===== config.mk =====
export PLATFORM = sky130hd
export DESIGN_NAME = cni_irq_logic
export DESIGN_NICKNAME = d
export VERILOG_FILES = /design/src/cni_pkg.sv /design/src/cni_hit_counter.sv /design/src/cni_irq_logic.sv
export SDC_FILE = /design/constraint.sdc
export NUM_CORES = 1
export LEC_CHECK = 0
export BUFFER_PORTS_ARGS = -buffer_cell sky130_fd_sc_hd__buf_2
export CAP_MARGIN = 20
export CORE_UTILIZATION = 29
export CTS_CLUSTER_DIAMETER = 200
export CTS_CLUSTER_SIZE = 20
export DETAILED_ROUTE_END_ITERATION = 8
export PLACE_DENSITY = 0.49
export SYNTH_ARGS = -nofsm -noshare
export SYNTH_HDL_FRONTEND = slang
export SYNTH_HIERARCHICAL = 1
export SYNTH_SLANG_ARGS = --single-unit

===== constraint.sdc =====
create_clock -name clk -period 2.5 [get_ports clk]
set_input_delay 0.25 -clock clk [delete_from_list [all_inputs] [get_ports clk]]
set_output_delay 0.25 -clock clk [all_outputs]
set_load 0.03 [all_outputs]

===== src/cni_pkg.sv =====
// Constants, register map and state layout of the CAN node interrupt logic.
// Assumes an APB master with 32-bit data and byte addresses on paddr.
package cni_pkg;

	// Register byte offsets on the APB side.
	localparam logic [7:0] CNI_OFS_IRQ_ENABLE = 8'h00;
	localparam logic [7:0] CNI_OFS_IRQ_FLAG = 8'h04;
	localparam logic [7:0] CNI_OFS_FLAG_MODIFY = 8'h08;
	localparam logic [7:0] CNI_OFS_CTRL_STATE = 8'h0C;
	localparam logic [7:0] CNI_OFS_FAULT_STATE = 8'h10;
	localparam logic [7:0] CNI_OFS_FAULT_COUNT = 8'h14;

	// Bit positions shared by the enable and flag registers.
	localparam int CNI_BIT_RX0 = 0;
	localparam int CNI_BIT_RX1 = 1;
	localparam int CNI_BIT_TX0 = 2;
	localparam int CNI_BIT_TX1 = 3;
	localparam int CNI_BIT_TX2 = 4;
	localparam int CNI_BIT_ERR = 5;
	localparam int CNI_BIT_WAK = 6;
	localparam int CNI_BIT_MERR = 7;

	// Bit positions of the fault state register.
	localparam int CNI_FLT_WARN = 0;
	localparam int CNI_FLT_RXWARN = 1;
	localparam int CNI_FLT_TXWARN = 2;
	localparam int CNI_FLT_RXPASS = 3;
	localparam int CNI_FLT_TXPASS = 4;
	localparam int CNI_FLT_BUSOFF = 5;
	localparam int CNI_FLT_OVR_LSB = 6;

	// Field positions of the controller state register, modify word and fault count register.
	localparam int CNI_CTRL_MODE_LSB = 5;
	localparam int CNI_CTRL_CODE_LSB = 1;
	localparam int CNI_MOD_MASK_LSB = 8;
	localparam int CNI_CNT_TX_LSB = 8;

	// Operating modes.
	localparam logic [2:0] CNI_MODE_NORMAL = 3'h0;
	localparam logic [2:0] CNI_MODE_SLEEP = 3'h1;
	localparam logic [2:0] CNI_MODE_LOOPBACK = 3'h2;
	localparam logic [2:0] CNI_MODE_LISTEN = 3'h3;
	localparam logic [2:0] CNI_MODE_CONFIG = 3'h4;

	// Pending source codes, lower value wins.
	localparam logic [2:0] CNI_CODE_NONE = 3'h0;
	localparam logic [2:0] CNI_CODE_ERR = 3'h1;
	localparam logic [2:0] CNI_CODE_WAK = 3'h2;
	localparam logic [2:0] CNI_CODE_TX0 = 3'h3;
	localparam logic [2:0] CNI_CODE_TX1 = 3'h4;
	localparam logic [2:0] CNI_CODE_TX2 = 3'h5;
	localparam logic [2:0] CNI_CODE_RX0 = 3'h6;
	localparam logic [2:0] CNI_CODE_RX1 = 3'h7;

	// Fault counter thresholds, at the width of the transmit counter.
	localparam logic [8:0] CNI_WARN_LIMIT = 9'h060;
	localparam logic [8:0] CNI_PASSIVE_LIMIT = 9'h07F;
	localparam logic [8:0] CNI_BUSOFF_LIMIT = 9'h0FF;

	// Bus-off recovery: last count of the recessive run and of the runs.
	localparam logic [3:0] CNI_RUN_LAST = 4'hA;
	localparam logic [6:0] CNI_RUNS_LAST = 7'h7F;

	// Values after reset.
	localparam logic [7:0] CNI_RST_ENABLE = 8'h00;
	localparam logic [7:0] CNI_RST_FLAG = 8'h00;
	localparam logic [2:0] CNI_RST_MODE = CNI_MODE_CONFIG;

	typedef struct packed {
		logic [7:0] enable;
		logic [7:0] flag;
		logic [2:0] mode;
		logic [2:0] code;
		logic irqN;
		logic [1:0] overflow;
		logic busOff;
		logic txOverPrev;
		logic [5:0] faultPrev;
		logic recovered;
		logic rxSync1;
		logic rxSync2;
		logic rxSync3;
		logic [31:0] rdata;
	} cni_state_t;

endpackage : cni_pkg

===== src/cni_hit_counter.sv =====
// Small wrapping event counter that pulses when its last count is stepped.
// Assumes step and clear come from logic on the same clock.
`timescale 1ns/1ps
module cni_hit_counter #(
	parameter int W = 4,
	parameter logic [W-1:0] LAST = '1
) (
	input wire logic clk,
	input wire logic reset,
	input wire logic step,
	input wire logic clear,
	output logic hit
);
	logic [W-1:0] count_r;
	logic [W-1:0] count_nxt;

	assign hit = step & ~clear & (count_r == LAST);

	always_comb begin
		count_nxt = count_r;
		if (clear) begin
			count_nxt = '0;
		end else if (hit) begin
			count_nxt = '0;
		end else if (step) begin
			count_nxt = count_r + W'(1);
		end
	end

	always_ff @(posedge clk or posedge reset) begin
		if (reset) begin
			count_r <= '0;
		end else begin
			count_r <= count_nxt;
		end
	end
endmodule : cni_hit_counter


===== src/cni_irq_logic.sv =====
// Interrupt, fault state and wake-up logic of a CAN node, with an APB slave.
// Assumes the protocol core runs on clk and supplies event pulses, hold
// levels, fault counter values and a bit-time tick; canRx is a raw pin.
//
// What this block does
// - Eight interrupt sources, each with an enable bit and a flag bit.
// - Active-low irq goes low on an enabled flag, stays low until cleared.
// - Clearing a flag does nothing while its setting condition persists.
// - Host may set flags; an enabled set flag raises irq like hardware.
// - With several pending, irq stays low until every one is cleared.
// - Code shows top pending source except message fault: error, wake, tx0-2, rx0-1; lower wins.
// - After clearing the top source the code moves to the next, or none.
// - Only enabled sources take part in the pending code.
// - Transmit buffer empty sets its flag and raises irq if enabled.
// - Receive buffer loaded after end of frame sets its full flag.
// - Any message error sets the message fault flag, irq if enabled.
// - Bus activity in sleep sets the activity flag and leaves sleep.
// - Waking on bus activity enters listen-only mode.
// - Overflow or fault state change sets the fault irq, cause recorded.
// - Overflow on a busy receive buffer sets a sticky overflow flag.
// - Receive or transmit fault counter at 96 sets its warning bit.
// - A fault counter above 127 sets its error-passive bit.
// - Transmit fault counter above 255 enters bus-off.
// - Warning clears once both fault counters are below 96.
// - Bus-off ends after 128 runs of 11 recessive bits.
//
// The APB register port and the address map were left to the implementer.
`timescale 1ns/1ps
module cni_irq_logic
	import cni_pkg::*;
(
	input wire logic clk,
	input wire logic reset,
	input wire logic psel,
	input wire logic penable,
	input wire logic pwrite,
	input wire logic [7:0] paddr,
	input wire logic [31:0] pwdata,
	output logic [31:0] prdata,
	output logic pready,
	output logic pslverr,
	input wire logic [2:0] txEmptyEvt,
	input wire logic [1:0] rxFullEvt,
	input wire logic msgFaultEvt,
	input wire logic [1:0] rxOverflowEvt,
	input wire logic [7:0] condHold,
	input wire logic [7:0] rxFaultCount,
	input wire logic [8:0] txFaultCount,
	input wire logic bitTick,
	input wire logic canRx,
	output logic irqN,
	output logic [2:0] pendingSourceCode,
	output logic [2:0] opMode,
	output logic [7:0] faultState,
	output logic busOffRecovered
);
	cni_state_t s_r;
	cni_state_t s_nxt;

	logic setupPhase;
	logic accessPhase;
	logic wrEn;
	logic mapped;
	logic [31:0] readValue;
	logic [7:0] hwSet;
	logic [7:0] flagTarget;
	logic [7:0] swSet;
	logic [7:0] swClr;
	logic [7:0] pending;
	logic [1:0] ovClr;
	logic [8:0] rxWide;
	logic rxWarn;
	logic txWarn;
	logic rxPass;
	logic txPass;
	logic txOver;
	logic [5:0] faultLive;
	logic errEvent;
	logic wakeEvent;
	logic runStep;
	logic runClear;
	logic runHit;
	logic runsHit;

	assign setupPhase = psel & ~penable;
	assign accessPhase = psel & penable;
	assign wrEn = accessPhase & pwrite & mapped;

	// Zero wait states: read data is captured in the setup cycle.
	assign pready = 1'b1;
	assign pslverr = accessPhase & ~mapped;
	assign prdata = s_r.rdata;

	assign irqN = s_r.irqN;
	assign pendingSourceCode = s_r.code;
	assign opMode = s_r.mode;
	assign faultState = {s_r.overflow, s_r.faultPrev};
	assign busOffRecovered = s_r.recovered;

	always_comb begin
		mapped = 1'b0;
		if (paddr == CNI_OFS_IRQ_ENABLE) begin
			mapped = 1'b1;
		end else if (paddr == CNI_OFS_IRQ_FLAG) begin
			mapped = 1'b1;
		end else if (paddr == CNI_OFS_FLAG_MODIFY) begin
			mapped = 1'b1;
		end else if (paddr == CNI_OFS_CTRL_STATE) begin
			mapped = 1'b1;
		end else if (paddr == CNI_OFS_FAULT_STATE) begin
			mapped = 1'b1;
		end else if (paddr == CNI_OFS_FAULT_COUNT) begin
			mapped = 1'b1;
		end
	end

	always_comb begin
		readValue = 32'h0000_0000;
		if (paddr == CNI_OFS_IRQ_ENABLE) begin
			readValue[7:0] = s_r.enable;
		end else if (paddr == CNI_OFS_IRQ_FLAG) begin
			readValue[7:0] = s_r.flag;
		end else if (paddr == CNI_OFS_CTRL_STATE) begin
			readValue[CNI_CTRL_MODE_LSB +: 3] = s_r.mode;
			readValue[CNI_CTRL_CODE_LSB +: 3] = s_r.code;
		end else if (paddr == CNI_OFS_FAULT_STATE) begin
			readValue[7:0] = {s_r.overflow, s_r.faultPrev};
		end else if (paddr == CNI_OFS_FAULT_COUNT) begin
			readValue[7:0] = rxFaultCount;
			readValue[CNI_CNT_TX_LSB +: 9] = txFaultCount;
		end
	end

	// Fault thresholds on the counter values from the protocol core.
	always_comb begin
		rxWide = {1'b0, rxFaultCount};
		rxWarn = rxWide >= CNI_WARN_LIMIT;
		txWarn = txFaultCount >= CNI_WARN_LIMIT;
		rxPass = rxWide > CNI_PASSIVE_LIMIT;
		txPass = txFaultCount > CNI_PASSIVE_LIMIT;
		txOver = txFaultCount > CNI_BUSOFF_LIMIT;
	end

	// The recessive run only counts while bus-off; a dominant bit restarts it.
	assign runStep = s_r.busOff & bitTick & s_r.rxSync2;
	assign runClear = ~s_r.busOff | (bitTick & ~s_r.rxSync2);

	cni_hit_counter #(
		.W(4),
		.LAST(CNI_RUN_LAST)
	) u_run_counter (
		.clk(clk),
		.reset(reset),
		.step(runStep),
		.clear(runClear),
		.hit(runHit)
	);

	cni_hit_counter #(
		.W(7),
		.LAST(CNI_RUNS_LAST)
	) u_runs_counter (
		.clk(clk),
		.reset(reset),
		.step(runHit),
		.clear(~s_r.busOff),
		.hit(runsHit)
	);

	// Wake-up looks at the second and third synchroniser stages only.
	assign wakeEvent = (s_r.mode == CNI_MODE_SLEEP) & s_r.rxSync3 &
		~s_r.rxSync2;

	always_comb begin
		s_nxt = s_r;
		s_nxt.rxSync1 = canRx;
		s_nxt.rxSync2 = s_r.rxSync1;
		s_nxt.rxSync3 = s_r.rxSync2;
		s_nxt.recovered = runsHit;
		if (setupPhase) begin
			s_nxt.rdata = readValue;
		end

		// Bus-off is entered on the crossing so that a counter still above
		// the limit right after recovery does not trap the node again.
		s_nxt.txOverPrev = txOver;
		if (runsHit) begin
			s_nxt.busOff = 1'b0;
		end else if (txOver & ~s_r.txOverPrev) begin
			s_nxt.busOff = 1'b1;
		end

		faultLive[CNI_FLT_WARN] = rxWarn | txWarn;
		faultLive[CNI_FLT_RXWARN] = rxWarn;
		faultLive[CNI_FLT_TXWARN] = txWarn;
		faultLive[CNI_FLT_RXPASS] = rxPass;
		faultLive[CNI_FLT_TXPASS] = txPass;
		faultLive[CNI_FLT_BUSOFF] = s_nxt.busOff;
		s_nxt.faultPrev = faultLive;

		ovClr = 2'b00;
		if (wrEn & (paddr == CNI_OFS_FAULT_STATE)) begin
			ovClr = ~pwdata[CNI_FLT_OVR_LSB +: 2];
		end
		// A new overflow beats a clear in the same cycle.
		s_nxt.overflow = (s_r.overflow & ~ovClr) | rxOverflowEvt;

		errEvent = (|rxOverflowEvt) | (faultLive != s_r.faultPrev);

		hwSet = 8'h00;
		hwSet[CNI_BIT_RX0] = rxFullEvt[0];
		hwSet[CNI_BIT_RX1] = rxFullEvt[1];
		hwSet[CNI_BIT_TX0] = txEmptyEvt[0];
		hwSet[CNI_BIT_TX1] = txEmptyEvt[1];
		hwSet[CNI_BIT_TX2] = txEmptyEvt[2];
		hwSet[CNI_BIT_ERR] = errEvent;
		hwSet[CNI_BIT_WAK] = wakeEvent;
		hwSet[CNI_BIT_MERR] = msgFaultEvt;

		// A plain write replaces all flags; the modify word touches only the
		// masked ones, which is the safe way to clear.
		flagTarget = s_r.flag;
		if (wrEn & (paddr == CNI_OFS_IRQ_FLAG)) begin
			flagTarget = pwdata[7:0];
		end else if (wrEn & (paddr == CNI_OFS_FLAG_MODIFY)) begin
			flagTarget = (s_r.flag & ~pwdata[CNI_MOD_MASK_LSB +: 8]) |
				(pwdata[7:0] & pwdata[CNI_MOD_MASK_LSB +: 8]);
		end
		swSet = flagTarget & ~s_r.flag;
		swClr = ~flagTarget & s_r.flag & ~condHold;
		s_nxt.flag = (s_r.flag & ~swClr) | swSet | hwSet;

		if (wrEn & (paddr == CNI_OFS_IRQ_ENABLE)) begin
			s_nxt.enable = pwdata[7:0];
		end

		if (wakeEvent) begin
			s_nxt.mode = CNI_MODE_LISTEN;
		end else if (wrEn & (paddr == CNI_OFS_CTRL_STATE)) begin
			s_nxt.mode = pwdata[CNI_CTRL_MODE_LSB +: 3];
		end

		pending = s_nxt.flag & s_nxt.enable;
		s_nxt.irqN = ~(|pending);

		if (pending[CNI_BIT_ERR]) begin
			s_nxt.code = CNI_CODE_ERR;
		end else if (pending[CNI_BIT_WAK]) begin
			s_nxt.code = CNI_CODE_WAK;
		end else if (pending[CNI_BIT_TX0]) begin
			s_nxt.code = CNI_CODE_TX0;
		end else if (pending[CNI_BIT_TX1]) begin
			s_nxt.code = CNI_CODE_TX1;
		end else if (pending[CNI_BIT_TX2]) begin
			s_nxt.code = CNI_CODE_TX2;
		end else if (pending[CNI_BIT_RX0]) begin
			s_nxt.code = CNI_CODE_RX0;
		end else if (pending[CNI_BIT_RX1]) begin
			s_nxt.code = CNI_CODE_RX1;
		end else begin
			s_nxt.code = CNI_CODE_NONE;
		end
	end

	always_ff @(posedge clk or posedge reset) begin
		if (reset) begin
			s_r.enable <= CNI_RST_ENABLE;
			s_r.flag <= CNI_RST_FLAG;
			s_r.mode <= CNI_RST_MODE;
			s_r.code <= CNI_CODE_NONE;
			s_r.irqN <= 1'b1;
			s_r.overflow <= 2'b00;
			s_r.busOff <= 1'b0;
			s_r.txOverPrev <= 1'b0;
			s_r.faultPrev <= 6'h00;
			s_r.recovered <= 1'b0;
			s_r.rxSync1 <= 1'b1;
			s_r.rxSync2 <= 1'b1;
			s_r.rxSync3 <= 1'b1;
			s_r.rdata <= 32'h0000_0000;
		end else begin
			s_r <= s_nxt;
		end
	end
endmodule : cni_irq_logic


After elaboration in Yosys (flattened, before gate mapping) --
Index checks and enable logic that the tools add are counted.
Word-level totals: word-level logic and storage cells 126, input port bits 80, output and inout bits 50, bits in registers 65
Cells by class: equal/unequal tests 10, reduce and logical (&&, ||, !) cells 5, add/sub/neg operators 2, mux-type cells 39, bitwise operators 49, magnitude comparators 5
Operators with widths (number):
- bitwise AND 8 bit | 7
- two-way mux 8 bit | 6
- inverter 8 bit | 5
- two-way mux 9 bit | 4
- two-way mux 3 bit | 11
- OR 8 bit | 3
- two-way mux 7 bit | 3
- bitwise AND 1 bit | 20
- two-way mux 17 bit | 1
- equality test 8 x 4 -> 1 bit, second input constant | 2
- equality test 8 x 5 -> 1 bit, second input constant | 2
- two-way mux 4 bit | 3
- two-way mux 1 bit | 10
- >= comparator 9 x 7 -> 1 bit, second input constant | 1
- > comparator 9 x 7 -> 1 bit, second input constant | 1
- > comparator 9 x 8 -> 1 bit, second input constant | 1
- equality test 8 x 3 -> 1 bit, second input constant | 1
- >= comparator 8 x 7 -> 1 bit, second input constant | 1
- > comparator 8 x 7 -> 1 bit, second input constant | 1
- zero test 8 bit | 1
- OR reduction 8 bit | 1
- adder 7 x 1 -> 7 bit, second input constant | 1
- equality test 7 bit, second input constant | 1
- inverter 1 bit | 7
- 13 further kinds | 16

Logic depth before layout (Yosys ltp) --
Gate-level depths: netlist of the first run.
depth after elaboration 26, gate-level depth with buffers 12, gate-level depth less buffers 11

Modules after synthesis --
The synthesis of the first run kept the hierarchy.
By module, submodules not included:
- cni_irq_logic | area an instance 3060.4 um2, cells an instance 287, instances 1, sequential area each 1332.5 um2
- cni_hit_counter (u_runs_counter) | area an instance 386.6 um2, cells an instance 42, instances 1, sequential area each 175.2 um2
- cni_hit_counter (u_run_counter) | area an instance 246.5 um2, cells an instance 26, instances 1, sequential area each 100.1 um2

Least setup slack after synthesis of the first run --
OpenSTA, ideal clock, no wires.
kind register to register, start register s_r (netlist bit s_nxt[32]), end register, netlist name irqN, buffers on the path 1, cell stages (with the launch flop) 11, required time 2.438 ns, arrival 2.625 ns, slack -0.187 ns, period minus slack after synthesis 2.687 ns, setup time 0.062 ns, cells stage by stage dfstp_2 > and3_1 > nor3b_1 > clkbuf_1 > nor4b_1 > or4b_2 > nand4_1 > a211oi_1 > nand4_1 > a211oi_1 > and3_1
RTL lines:
- start, declared | RTL line cni_irq_logic.sv:57 | cni_state_t s_r;
- start signal, assigned | RTL line cni_irq_logic.sv:282 | s_r <= s_nxt;

==> results of run 1 <==
==> layer usage <==
layer	up-vias	share of wire (%)	global-route usage (%)
li1	1404	-	-
met1	1426	45	22.3
met2	87	48	25.3
met3	10	5.3	3.00
met4	0	1.6	6.58
met5	-	0	0
==> cells by family after synthesis <==
logic type	synth area share [%]
other cells	0.203
mux	5.45
compound gates	20.7
xor+xnor	0.949
flops	43.5
fa+ha+maj	1.02
simple gates	15.5
buf+inv	12.6
==> worst paths after layout <==
kind	startpoint	endpoint	cells past startpoint
min in group asynchronous	reset	u_run_counter/count_r[3]	3
max in group asynchronous	reset	s_r[64]	4
setup / recovery	u_run_counter/count_r[0]	irqN	11
hold / removal	canRx	s_nxt[33]	1
hold reg to reg	s_nxt[33]	s_nxt[32]	0
setup reg to reg	u_run_counter/count_r[0]	irqN	11
==> state kept, by name (all words and copies together), names as in the netlist <==
signal                  count
s_nxt                       2
busOffRecovered             1
faultState                  7
irqN                        1
u_run_counter/count_r       4
u_runs_counter/count_r      7
pendingSourceCode           3
s_r                        19
opMode                      3
prdata                     17
==> placed cells by master (no fill, tap or decap), types with 3 or more instances in the layout <==
master,n
buf_2,97
dfrtp_1,59
nand2_1,23
buf_4,19
a21oi_1,16
conb_1,16
mux2i_1,13
nor2_1,12
a22o_1,9
inv_1,9
a31oi_1,9
o21ai_0,9
clkbuf_16,9
a222oi_1,8
nand2b_1,8
nand3_1,7
o211ai_1,6
o21a_1,6
o31ai_1,6
nand4_1,5
mux2_2,5
dfstp_2,5
nor2b_1,4
and3_1,4
nand3b_1,4
a21o_1,4
and2_2,3
a211oi_1,3
a21boi_0,3
inv_2,3
==> timing repair <==
| item | CTS | global route |
|---|---|---|
| buffers inserted | 0 | 3 |
| hold endpoints to repair | 11 | 0 |
| resized for setup | 1 | 6 |
| hold buffers | 1 | 0 |
| pin swaps | 0 | 7 |
| setup endpoints to repair | 2 | 4 |
==> cell type report <==
class	instances	area [um^2]	share of cell area (%)
sequential	64	1610	35.3
multi-input combinational	231	1720	37.7
clock inverter	3	65.1	1.43
inverter	12	45.0	0.988
clock buffer	12	256	5.62
timing repair buffer	118	658	14.4
tap	168	210	4.61
==> through the flow <==
step / util [%] / cell area, um^2
after global placement: 34.2 / 4180
after global routing: 37.3 / 4560
after detailed placement: 34.2 / 4180
after floorplan: - / 3760
after CTS: 36.9 / 4510
final: 37.3 / 4560
==> where the power goes <==
part,total [mW],internal (mW),switching [mW]
Clock,1.35,0.920,0.429
Sequential,1.10,1.08,0.0273
Combinational,0.361,0.129,0.232
Total,2.81,2.12,0.688
==> synth_stat cells (6+ instances only) <==
cell / number / area [um^2]
a222oi_1: 8 / 80.1
a31oi_1: 9 / 56.3
nand2_1: 23 / 86.3
o21ai_0: 9 / 45.0
nor2_1: 12 / 45.0
o21a_1: 6 / 45.0
clkbuf_1: 8 / 30.0
nand2b_1: 8 / 50.1
nand3_1: 7 / 35.0
mux2i_1: 13 / 130
buf_4: 49 / 368
a21oi_1: 16 / 80.1
inv_1: 11 / 41.3
o211ai_1: 6 / 45.0
dfrtp_1: 59 / 1480
a22o_1: 9 / 78.8
o31ai_1: 6 / 45.0
==> worst reg2reg max path, cell delays in order, from the launching register on <==
cell and delay (ns):
dfrtp_1 0.38, inv_2 0.08, ha_4 0.12, nand3b_1 0.14
nor3b_2 0.26, nor4b_4 0.26, or4b_4 0.17, nand4_1 0.09
a211oi_2 0.23, nand4_1 0.18, a211oi_2 0.23, and3_1 0.19
==> results by group, run 1 <==
Logic synthesis
  – FFs w/ async S/R, synth: 100%
  – Syn avg cell area: 10.4 um^2
  – Syn. warnings: 6
  – Post-synth EDFFs: 0
  – Library cells used by synthesis: 64
  – Top FF cell, synth: dfrtp_1
  – Post-synthesis cell area: 3690 um^2
  – Post-synthesis register bit count: 64
  – Sequential share of the synthesized area: 43.5%
  – Post-Synthesis Cells: 355

GRT
  – Largest net degree at the start of global routing: 44
  – First-pass GRT wire length: 15800 um
  – Vias in the first global route: 2857
  – Total gr overflow: 0
  – GRT Util Overall: 16.3%
  – Initial antenna violation count: 0

Timing
  – Clock skew: 0.00913 ns
  – Final worst slack: 0.116 ns
  – Tcrit/Tclk final: 95.4%
  – Worst-Margin Slew: 0.910 ns
  – Final hold violations: 0
  – Final Setup Violations: 0
  – Fmax achieved: 419 MHz
  – Final hold slack: 0.0292 ns
  – RSZ-0062 raised after global routing: true
  – Slew headroom: 39.2%
  – Setup TNS: 0 ns
  – Fin crit period: 2.38 ns
  – Slew Limit Fails: 0

Clock tree
  – Num Clock Sinks: 64
  – CTS Buf Count: 9
  – CTS Root Cell: clkbuf_16
  – Clock latency on the worst-skew pair: 0.32 ns
  – Htree depth: 3
  – Clock slew at reported path FFs: 0.05 ns
  – CTS tree: yes
  – Clock buffer depth: 2

Cells and area
  – Fillers: 1276
  – Share of cells above drive strength 1: 39.3%
  – Antenna diodes: 0
  – Area grow syn2layout: 23.5%
  – Finished Layout Cells: 608
  – Nets@finish: 519

Pwr
  – Worst vdd ir: 0.000279 V
  – Total Power: 2.81 mW
  – Pleak: 2.11 nW
  – PwrDens: 617 nW/um^2

Critical path
  – Worst path required time: 2.76 ns
  – Critical Path AT: 2.64 ns
  – Worst path buffer plus inverter count: 1
  – Critical-path cell list: inv_2, ha_4, nand3b_1, nor3b_2, nor4b_4, or4b_4, nand4_1, a211oi_2, nand4_1, a211oi_2, and3_1
  – CP max FO: 3
  – Critical Path End Type: flip-flop
  – Delay-heaviest family, CP: simple AND/OR/NAND/NOR gates
  – FF-to-FF setup slack: 0.12 ns
  – CP Launch Type: flip-flop
  – Slowest stage delay, CP: 0.38 ns
  – WS Path Type: reg2reg
  – Crit-path slowest cell: dfrtp_1

Floorplan
  – Die Height: 115 um
  – Die area: 13200 um^2
  – Core Area: 12200 um^2
  – Rows: 40
  – IO Pins: 130
  – Initial Utilization: 30.2%
  – Die width: 115 um

Detailed routing
  – Wire per inst: 17.1 um
  – Post-route ant nets: 0
  – Post-route DRC: 0
  – Via/cell ratio: 4.81
  – DRT Pass-1 Iters: 7
  – Routed vias: 2927
  – 1st-iter DRT viols: 147
  – Final WL: 10400 um

Placed design
  – Port Buffers: 97
  – Final HPWL DP: 8040 um
  – Dpl cells: 589
  – Pre-CTS WS: -0.0303 ns
  – GPL Wtd Cong: 0.808

Hold path
  – Min-Delay Path Class: in2reg

Flow run
  – Maxcap violations: 0

Status
  – Status: finished clean
No activity file was read; power rests on OpenSTA's default activity.
==> run 2: changes to the inputs <==
--- a/config.mk
+++ b/config.mk
@@ -5,7 +5,7 @@
 export SDC_FILE = /design/constraint.sdc
 export NUM_CORES = 1
 export LEC_CHECK = 0
-export BUFFER_PORTS_ARGS = -buffer_cell sky130_fd_sc_hd__buf_2
+export BUFFER_PORTS_ARGS = -buffer_cell sky130_fd_sc_hd__clkbuf_2
 export CAP_MARGIN = 20
 export CORE_UTILIZATION = 29
 export CTS_CLUSTER_DIAMETER = 200
==> run 2 against run 1 <==
  * Non-clock buffer count rose by 1
  * Combinational power is essentially flat
  * Fmax down 0.17%
  * Sequential share of layout area is 0.39 points higher
==> results by group, run 2 (synthesized netlist as in run 1, its figures left out) <==
Status
  – Status: finished clean

GRT
  – Met3 usage: 2.79% (-0.21 points)
  – Total gr overflow: 0 (unchanged)
  – M1 GR Usage: 22.8% (+0.43 points)
  – Met2 Resource Use GR: 26.7% (+1.4 points)
  – Largest net degree at the start of global routing: 44 (unchanged)
  – Global routing's busiest layer: met2
  – GRT Util Overall: 16.7% (+0.44 points)
  – First-pass GRT wire length: 16400 um (+3.3%)
  – Initial antenna violation count: 0 (unchanged)
  – Vias in the first global route: 2934 (+2.7%)

Timing
  – Clock skew: 0.00581 ns (-0.00333 ns)
  – Fmax achieved: 419 MHz (-0.17%)
  – Worst-Margin Slew: 0.931 ns (+0.0202 ns)
  – Fin crit period: 2.39 ns (+0.00416 ns)
  – Slew Limit Fails: 0 (unchanged)
  – Final Setup Violations: 0 (unchanged)
  – Tcrit/Tclk final: 95.5% (+0.17 points)
  – Final hold violations: 0 (unchanged)
  – Slew headroom: 37.9% (-1.3 points)
  – Final hold slack: 0.0107 ns (-0.0185 ns)
  – RSZ-0062 raised after global routing: true
  – Final worst slack: 0.112 ns (-0.00416 ns)

Cells and area
  – Antenna diodes: 0 (unchanged)
  – Most frequent cells in the layout: 97 x clkbuf_2, 59 x dfrtp_1, 23 x nand2_1
  – Biggest register: s_r
  – Post-layout util: 36.9% (-0.41 points)
  – Max reg flops: 19 (unchanged)
  – Commonest non-fill, non-tap cell in the layout: clkbuf_2
  – Nets@finish: 520 (+0.19%)
  – Share of cells above drive strength 1: 39.1% (-0.18 points)
  – Area grow syn2layout: 22.1%

Clock tree
  – Clock latency on the worst-skew pair: 0.32 ns (about the same)
  – Clock buffer depth: 2 (unchanged)
  – CTS Root Cell: clkbuf_16
  – Num Clock Sinks: 64 (unchanged)
  – Htree depth: 3 (unchanged)
  – Clock slew at reported path FFs: 0.05 ns (about the same)
  – CTS Buf Count: 9 (unchanged)
  – CTS tree: yes

Pwr
  – Worst vdd ir: 0.000230 V (-18%)
  – Combinational power share: 13.8% (+1.0 points)
  – Reg power frac: 42.3% (+3.1 points)
  – Total Power: 2.61 mW (-7.1%)
  – Internal power: 1.93 mW (-9.2%)
  – Sw frac: 26.2% (+1.7 points)
  – Switching power: 684 uW (-0.53%)
  – Pleak: 2.10 nW (-0.48%)
  – PwrDens: 579 nW/um^2 (-6.1%)
  – Clock share of power: 44.0% (-3.9 points)

Critical path
  – Worst path required time: 2.76 ns (about the same)
  – CP max FO: 3 (unchanged)
  – FF-to-FF setup slack: 0.11 ns (about the same)
  – Critical Path AT: 2.65 ns (about the same)
  – Worst-case reg-to-reg path depth: 11 (unchanged)
  – R2R Path End: irqN
  – Critical Path End Type: flip-flop
  – Worst r2r src: u_run_counter/count_r[0]
  – WS Path Type: reg2reg
  – CP Launch Type: flip-flop

Detailed routing
  – DRT Pass-1 Iters: 5 (-2)
  – Wire per inst: 17.4 um (+1.7%)
  – Routed vias: 2975 (+1.6%)
  – Post-route DRC: 0 (unchanged)
  – Via/cell ratio: 4.88 (+1.3%)
  – Final WL: 10600 um (+2.0%)
  – 1st-iter DRT viols: 120 (-18%)
  – Post-route ant nets: 0 (unchanged)

Hold path
  – Hold Path Sink: s_nxt[33]
  – Min-Delay Path Class: in2reg
  – WHS Path Cells: 1 (unchanged)
  – Hold Crit Start: canRx

Floorplan
  – Die Height: 115 um (unchanged)
  – IO Pins: 130 (unchanged)
  – Die area: 13200 um^2 (unchanged)
  – Die width: 115 um (unchanged)
  – Rows: 40 (unchanged)
  – Initial Utilization: 30.2% (unchanged)
  – Core Area: 12200 um^2 (unchanged)

Placed design
  – Pre-CTS WS: -0.0231 ns (+0.00722 ns)
  – Final HPWL DP: 8150 um (+1.3%)
  – Port Buffers: 97 (unchanged)
  – GPL Wtd Cong: 0.807 (about the same)

Flow run
  – Maxcap violations: 0 (unchanged)
[run 2: area by class of cell]
cell class	count	area, um^2
Inverter	12	45.0
Clock inverter	1	5.00
Clock buffer	15	268
Timing Repair Buffer	119	653
Sequential cell	64	1610
Fill cell	1268	7700
Tap cell	168	210
Multi-Input combinational cell	231	1720
[run 2: per-stage QoR]
step / TNS [ns] / area, um^2 / instances
detailed placement: -0.0231 / 4180 / 591
finish: 0 / 4510 / 610
global placement: 0 / 4180 / 591
CTS: 0 / 4470 / 608
global route: -0.379 / 4510 / 610
floorplan: 0 / 3760 / 369
[run 2: power by group through the flow]
stage	clock network [mW]	registers (mW)	logic (mW)
2_1_floorplan	0	1.11	0.257
3_3_place_gp	0	1.12	0.348
3_5_place_dp	0	1.12	0.355
4_1_cts	1.17	1.10	0.357
5_1_grt	1.22	1.11	0.396
6_report	1.15	1.10	0.360
[run 2: critical path: stages, from the launching register on]
cell	delay, ns
dfrtp_1	0.38
inv_2	0.07
ha_4	0.13
nand3b_1	0.12
nor3b_2	0.26
nor4b_4	0.25
or4b_4	0.17
nand4_1	0.11
a211oi_2	0.25
nand4_1	0.18
a211oi_2	0.22
and3_1	0.19
[run 2: worst max path at each step]
stage               slack [ns]  endpoint  cells after the start                      from
floorplan                 0.09      irqN                     10                 s_nxt[32]
global placement          0.05      irqN                     11  u_run_counter/count_r[0]
detailed placement       -0.02      irqN                     11  u_run_counter/count_r[0]
CTS                       0.04      irqN                     11  u_run_counter/count_r[0]
global route             -0.14      irqN                     11  u_run_counter/count_r[0]
finish                    0.11      irqN                     11  u_run_counter/count_r[0]
[run 2: routing by layer]
| layer | wire, um | vias to the layer above |
|---|---|---|
| met5 | 0 | - |
| met4 | 126 | 0 |
| met3 | 553 | 9 |
| met2 | 5060 | 92 |
| met1 | 4850 | 1468 |
| li1 | - | 1406 |
[run 2: repair_timing]
action                                  4_1_cts  5_1_grt
endpoints found under the setup margin        2        4
gates resized for setup                       1        8
endpoints found under the hold margin        11        0
setup buffers                                 0        2
hold buffers                                  1        0
pin swaps                                     0        8
==> run 3: changes to the inputs <==
--- a/config.mk
+++ b/config.mk
@@ -8,9 +8,9 @@
 export BUFFER_PORTS_ARGS = -buffer_cell sky130_fd_sc_hd__clkbuf_2
 export CAP_MARGIN = 20
 export CORE_UTILIZATION = 29
-export CTS_CLUSTER_DIAMETER = 200
 export CTS_CLUSTER_SIZE = 20
 export DETAILED_ROUTE_END_ITERATION = 8
+export GPL_TIMING_DRIVEN = 0
 export PLACE_DENSITY = 0.49
 export SYNTH_ARGS = -nofsm -noshare
 export SYNTH_HDL_FRONTEND = slang
==> run 3 against run 2 <==
  * The run now ends with negative setup slack left
  * Register-to-register slack lost 0.15 ns
  * Sequential share of layout area shrank 3.2 points
  * Clock skew down 0.00098 ns
  * Die area is the same
  * Critical path depth increased by 1
  * Utilization grew 3.8 points
  * Non-clock buffer count rose by 50
  * Wire length is 1.0% higher
  * Sequential power hardly changed
  * Clock-buffer cell count decreased by 5
  * First-iteration DRC count rose by 75%
  * Critical endpoint unchanged
  * Highest routed layer unchanged
==> results by group, run 3 (synthesized netlist as in run 1, its figures left out) <==
Status
  – Status: finished, violations left
  – Failing checks: negative setup slack

Clock tree
  – Clock buffer depth: 2 (unchanged)
  – CTS Root Cell: clkbuf_16
  – Num Clock Sinks: 64 (unchanged)
  – CTS tree: yes
  – CTS Buf Count: 9 (unchanged)
  – Clock latency on the worst-skew pair: 0.32 ns (about the same)
  – Htree depth: 3 (unchanged)
  – Clock slew at reported path FFs: 0.06 ns (about the same)

Critical path
  – CP Launch Type: flip-flop
  – Worst path required time: 2.76 ns (about the same)
  – Crit-path slowest cell: dfrtp_1
  – Worst path buffer plus inverter count: 2 (+1)
  – Critical Path AT: 2.79 ns (+0.14 ns)
  – Delay-heaviest family, CP: simple AND/OR/NAND/NOR gates
  – Critical Path End Type: flip-flop
  – Critical-path cell list: inv_2, ha_4, nand3b_1, nor3b_2, buf_4, nor4b_4, or4b_4, nand4_1, a211oi_2, nand4_1, a211oi_2, and3_1
  – Slowest stage delay, CP: 0.39 ns (about the same)
  – CP max FO: 3 (unchanged)
  – WS Path Type: reg2reg

Detailed routing
  – 1st-iter DRT viols: 210 (+75%)
  – Routed vias: 3124 (+5.0%)
  – Via/cell ratio: 4.73 (-2.9%)
  – DRT Pass-1 Iters: 7 (+2)
  – Wire per inst: 16.2 um (-6.6%)
  – Post-route DRC: 0 (unchanged)
  – Final WL: 10700 um (+1.0%)
  – Post-route ant nets: 0 (unchanged)

Timing
  – Slew headroom: 34.4% (-3.5 points)
  – Worst-Margin Slew: 0.976 ns (+0.0451 ns)
  – Slew Limit Fails: 0 (unchanged)
  – Fin crit period: 2.53 ns (+0.145 ns)
  – Final worst slack: -0.0334 ns (-0.145 ns)
  – Clock skew: 0.00482 ns (-0.000984 ns)
  – Final Setup Violations: 1 (+1)
  – Fmax achieved: 395 MHz (-5.7%)
  – Tcrit/Tclk final: 101% (+5.8 points)
  – RSZ-0062 raised after global routing: true
  – Final hold violations: 0 (unchanged)

Cells and area
  – Most frequent cells in the layout: 97 x clkbuf_2, 57 x buf_4, 57 x dfrtp_1
  – Max reg flops: 19 (unchanged)
  – Post-layout util: 40.7% (+3.8 points)
  – Area grow syn2layout: 34.6%
  – Nets@finish: 570 (+9.6%)
  – Antenna diodes: 0 (unchanged)
  – Register Area: 1610 um^2 (+0.16%)
  – Area of the multi-input gates: 1750 um^2 (+1.4%)
  – Share of cells above drive strength 1: 45.7% (+6.6 points)
  – Biggest register: s_r
  – Commonest non-fill, non-tap cell in the layout: clkbuf_2
  – Design Area, Final: 4970 um^2 (+10%)
  – Fillers: 1282 (+1.1%)

Floorplan
  – Die area: 13200 um^2 (unchanged)
  – Die width: 115 um (unchanged)
  – IO Pins: 130 (unchanged)
  – Core Area: 12200 um^2 (unchanged)
  – Die Height: 115 um (unchanged)
  – Rows: 40 (unchanged)
  – Initial Utilization: 30.2% (unchanged)

GRT
  – Vias in the first global route: 3012 (+2.7%)
  – Initial antenna violation count: 0 (unchanged)
  – Largest net degree at the start of global routing: 32 (-27%)
  – First-pass GRT wire length: 16500 um (+0.67%)
  – Total gr overflow: 0 (unchanged)
  – GRT Util Overall: 16.8% (+0.11 points)

Pwr
  – Pleak: 2.37 nW (+13%)
  – Total Power: 2.98 mW (+14%)
  – Worst vdd ir: 0.000311 V (+35%)
  – PwrDens: 601 nW/um^2 (+3.7%)

Placed design
  – Pre-CTS WS: -0.426 ns (-0.403 ns)
  – Port Buffers: 97 (unchanged)
  – Final HPWL DP: 8150 um (about the same)
  – Placement Cell Area: 4480 um^2 (+7.2%)
  – GPL Wtd Cong: 0.811 (+0.43%)

Flow run
  – Maxcap violations: 0 (unchanged)

Hold path
  – Min-Delay Path Class: in2reg
-- run 3: area by class of cell --
cell class	count	area share, %
multi-input cells	231	35.1
inverters	12	0.906
flip-flops and latches	64	32.4
well taps	168	4.23
clock buffers	10	4.81
plain buffers	62	8.56
repair buffers	107	11.6
clock inverters	6	2.34
-- run 3: per-stage QoR --
stage          hold WS, ns  setup TNS, ns  std cells
5_1_grt              0.140         -0.871        660
3_5_place_dp         0.167          -1.21        635
3_3_place_gp         0.152          -1.19        634
4_1_cts            0.00187              0        657
2_1_floorplan       0.0161              0        369
6_report             0.137        -0.0334        660
-- run 3: final timing paths --
path,to,cells after the start,slack [ns],from
worst max-delay path,irqN,12,-0.03,u_run_counter/count_r[0]
worst min-delay path,prdata[9],2,0.14,txFaultCount[1]
worst max register to register,irqN,12,-0.03,u_run_counter/count_r[0]
worst min register to register,s_nxt[32],0,0.36,s_nxt[33]
max in group asynchronous,opMode[2],4,1.36,reset
min in group asynchronous,u_run_counter/count_r[2],3,0.37,reset
-- run 3: layer usage --
metal	track usage, %	vias to the layer above	wire, um
met5	0	-	0
met4	5.54	0	202
met3	2.53	14	466
met2	27.1	103	5140
met1	23.1	1503	4900
li1	-	1504	-
-- run 3: where the power goes --
part	internal [mW]	switching (mW)	leakage, nW
logic	0.171	0.241	1.43
registers	1.08	0.0288	0.764
clock network	1.01	0.463	0.173
-- run 3: worst register-to-register path, delay by kind of cell (launching register included) --
kind / cells / cell delay, ns
simple gates: 7 / 1.28
compound gates: 2 / 0.44
flops: 1 / 0.39
buf+inv: 2 / 0.23
fa+ha+maj: 1 / 0.14
-- run 3: repair_timing --
action,in CTS,in global routing
pin swaps,3,2
hold endpoints to repair,12,1
hold buffers,1,1
gates resized for setup,13,8
buffers inserted,5,2
endpoints found under the setup margin,5,4
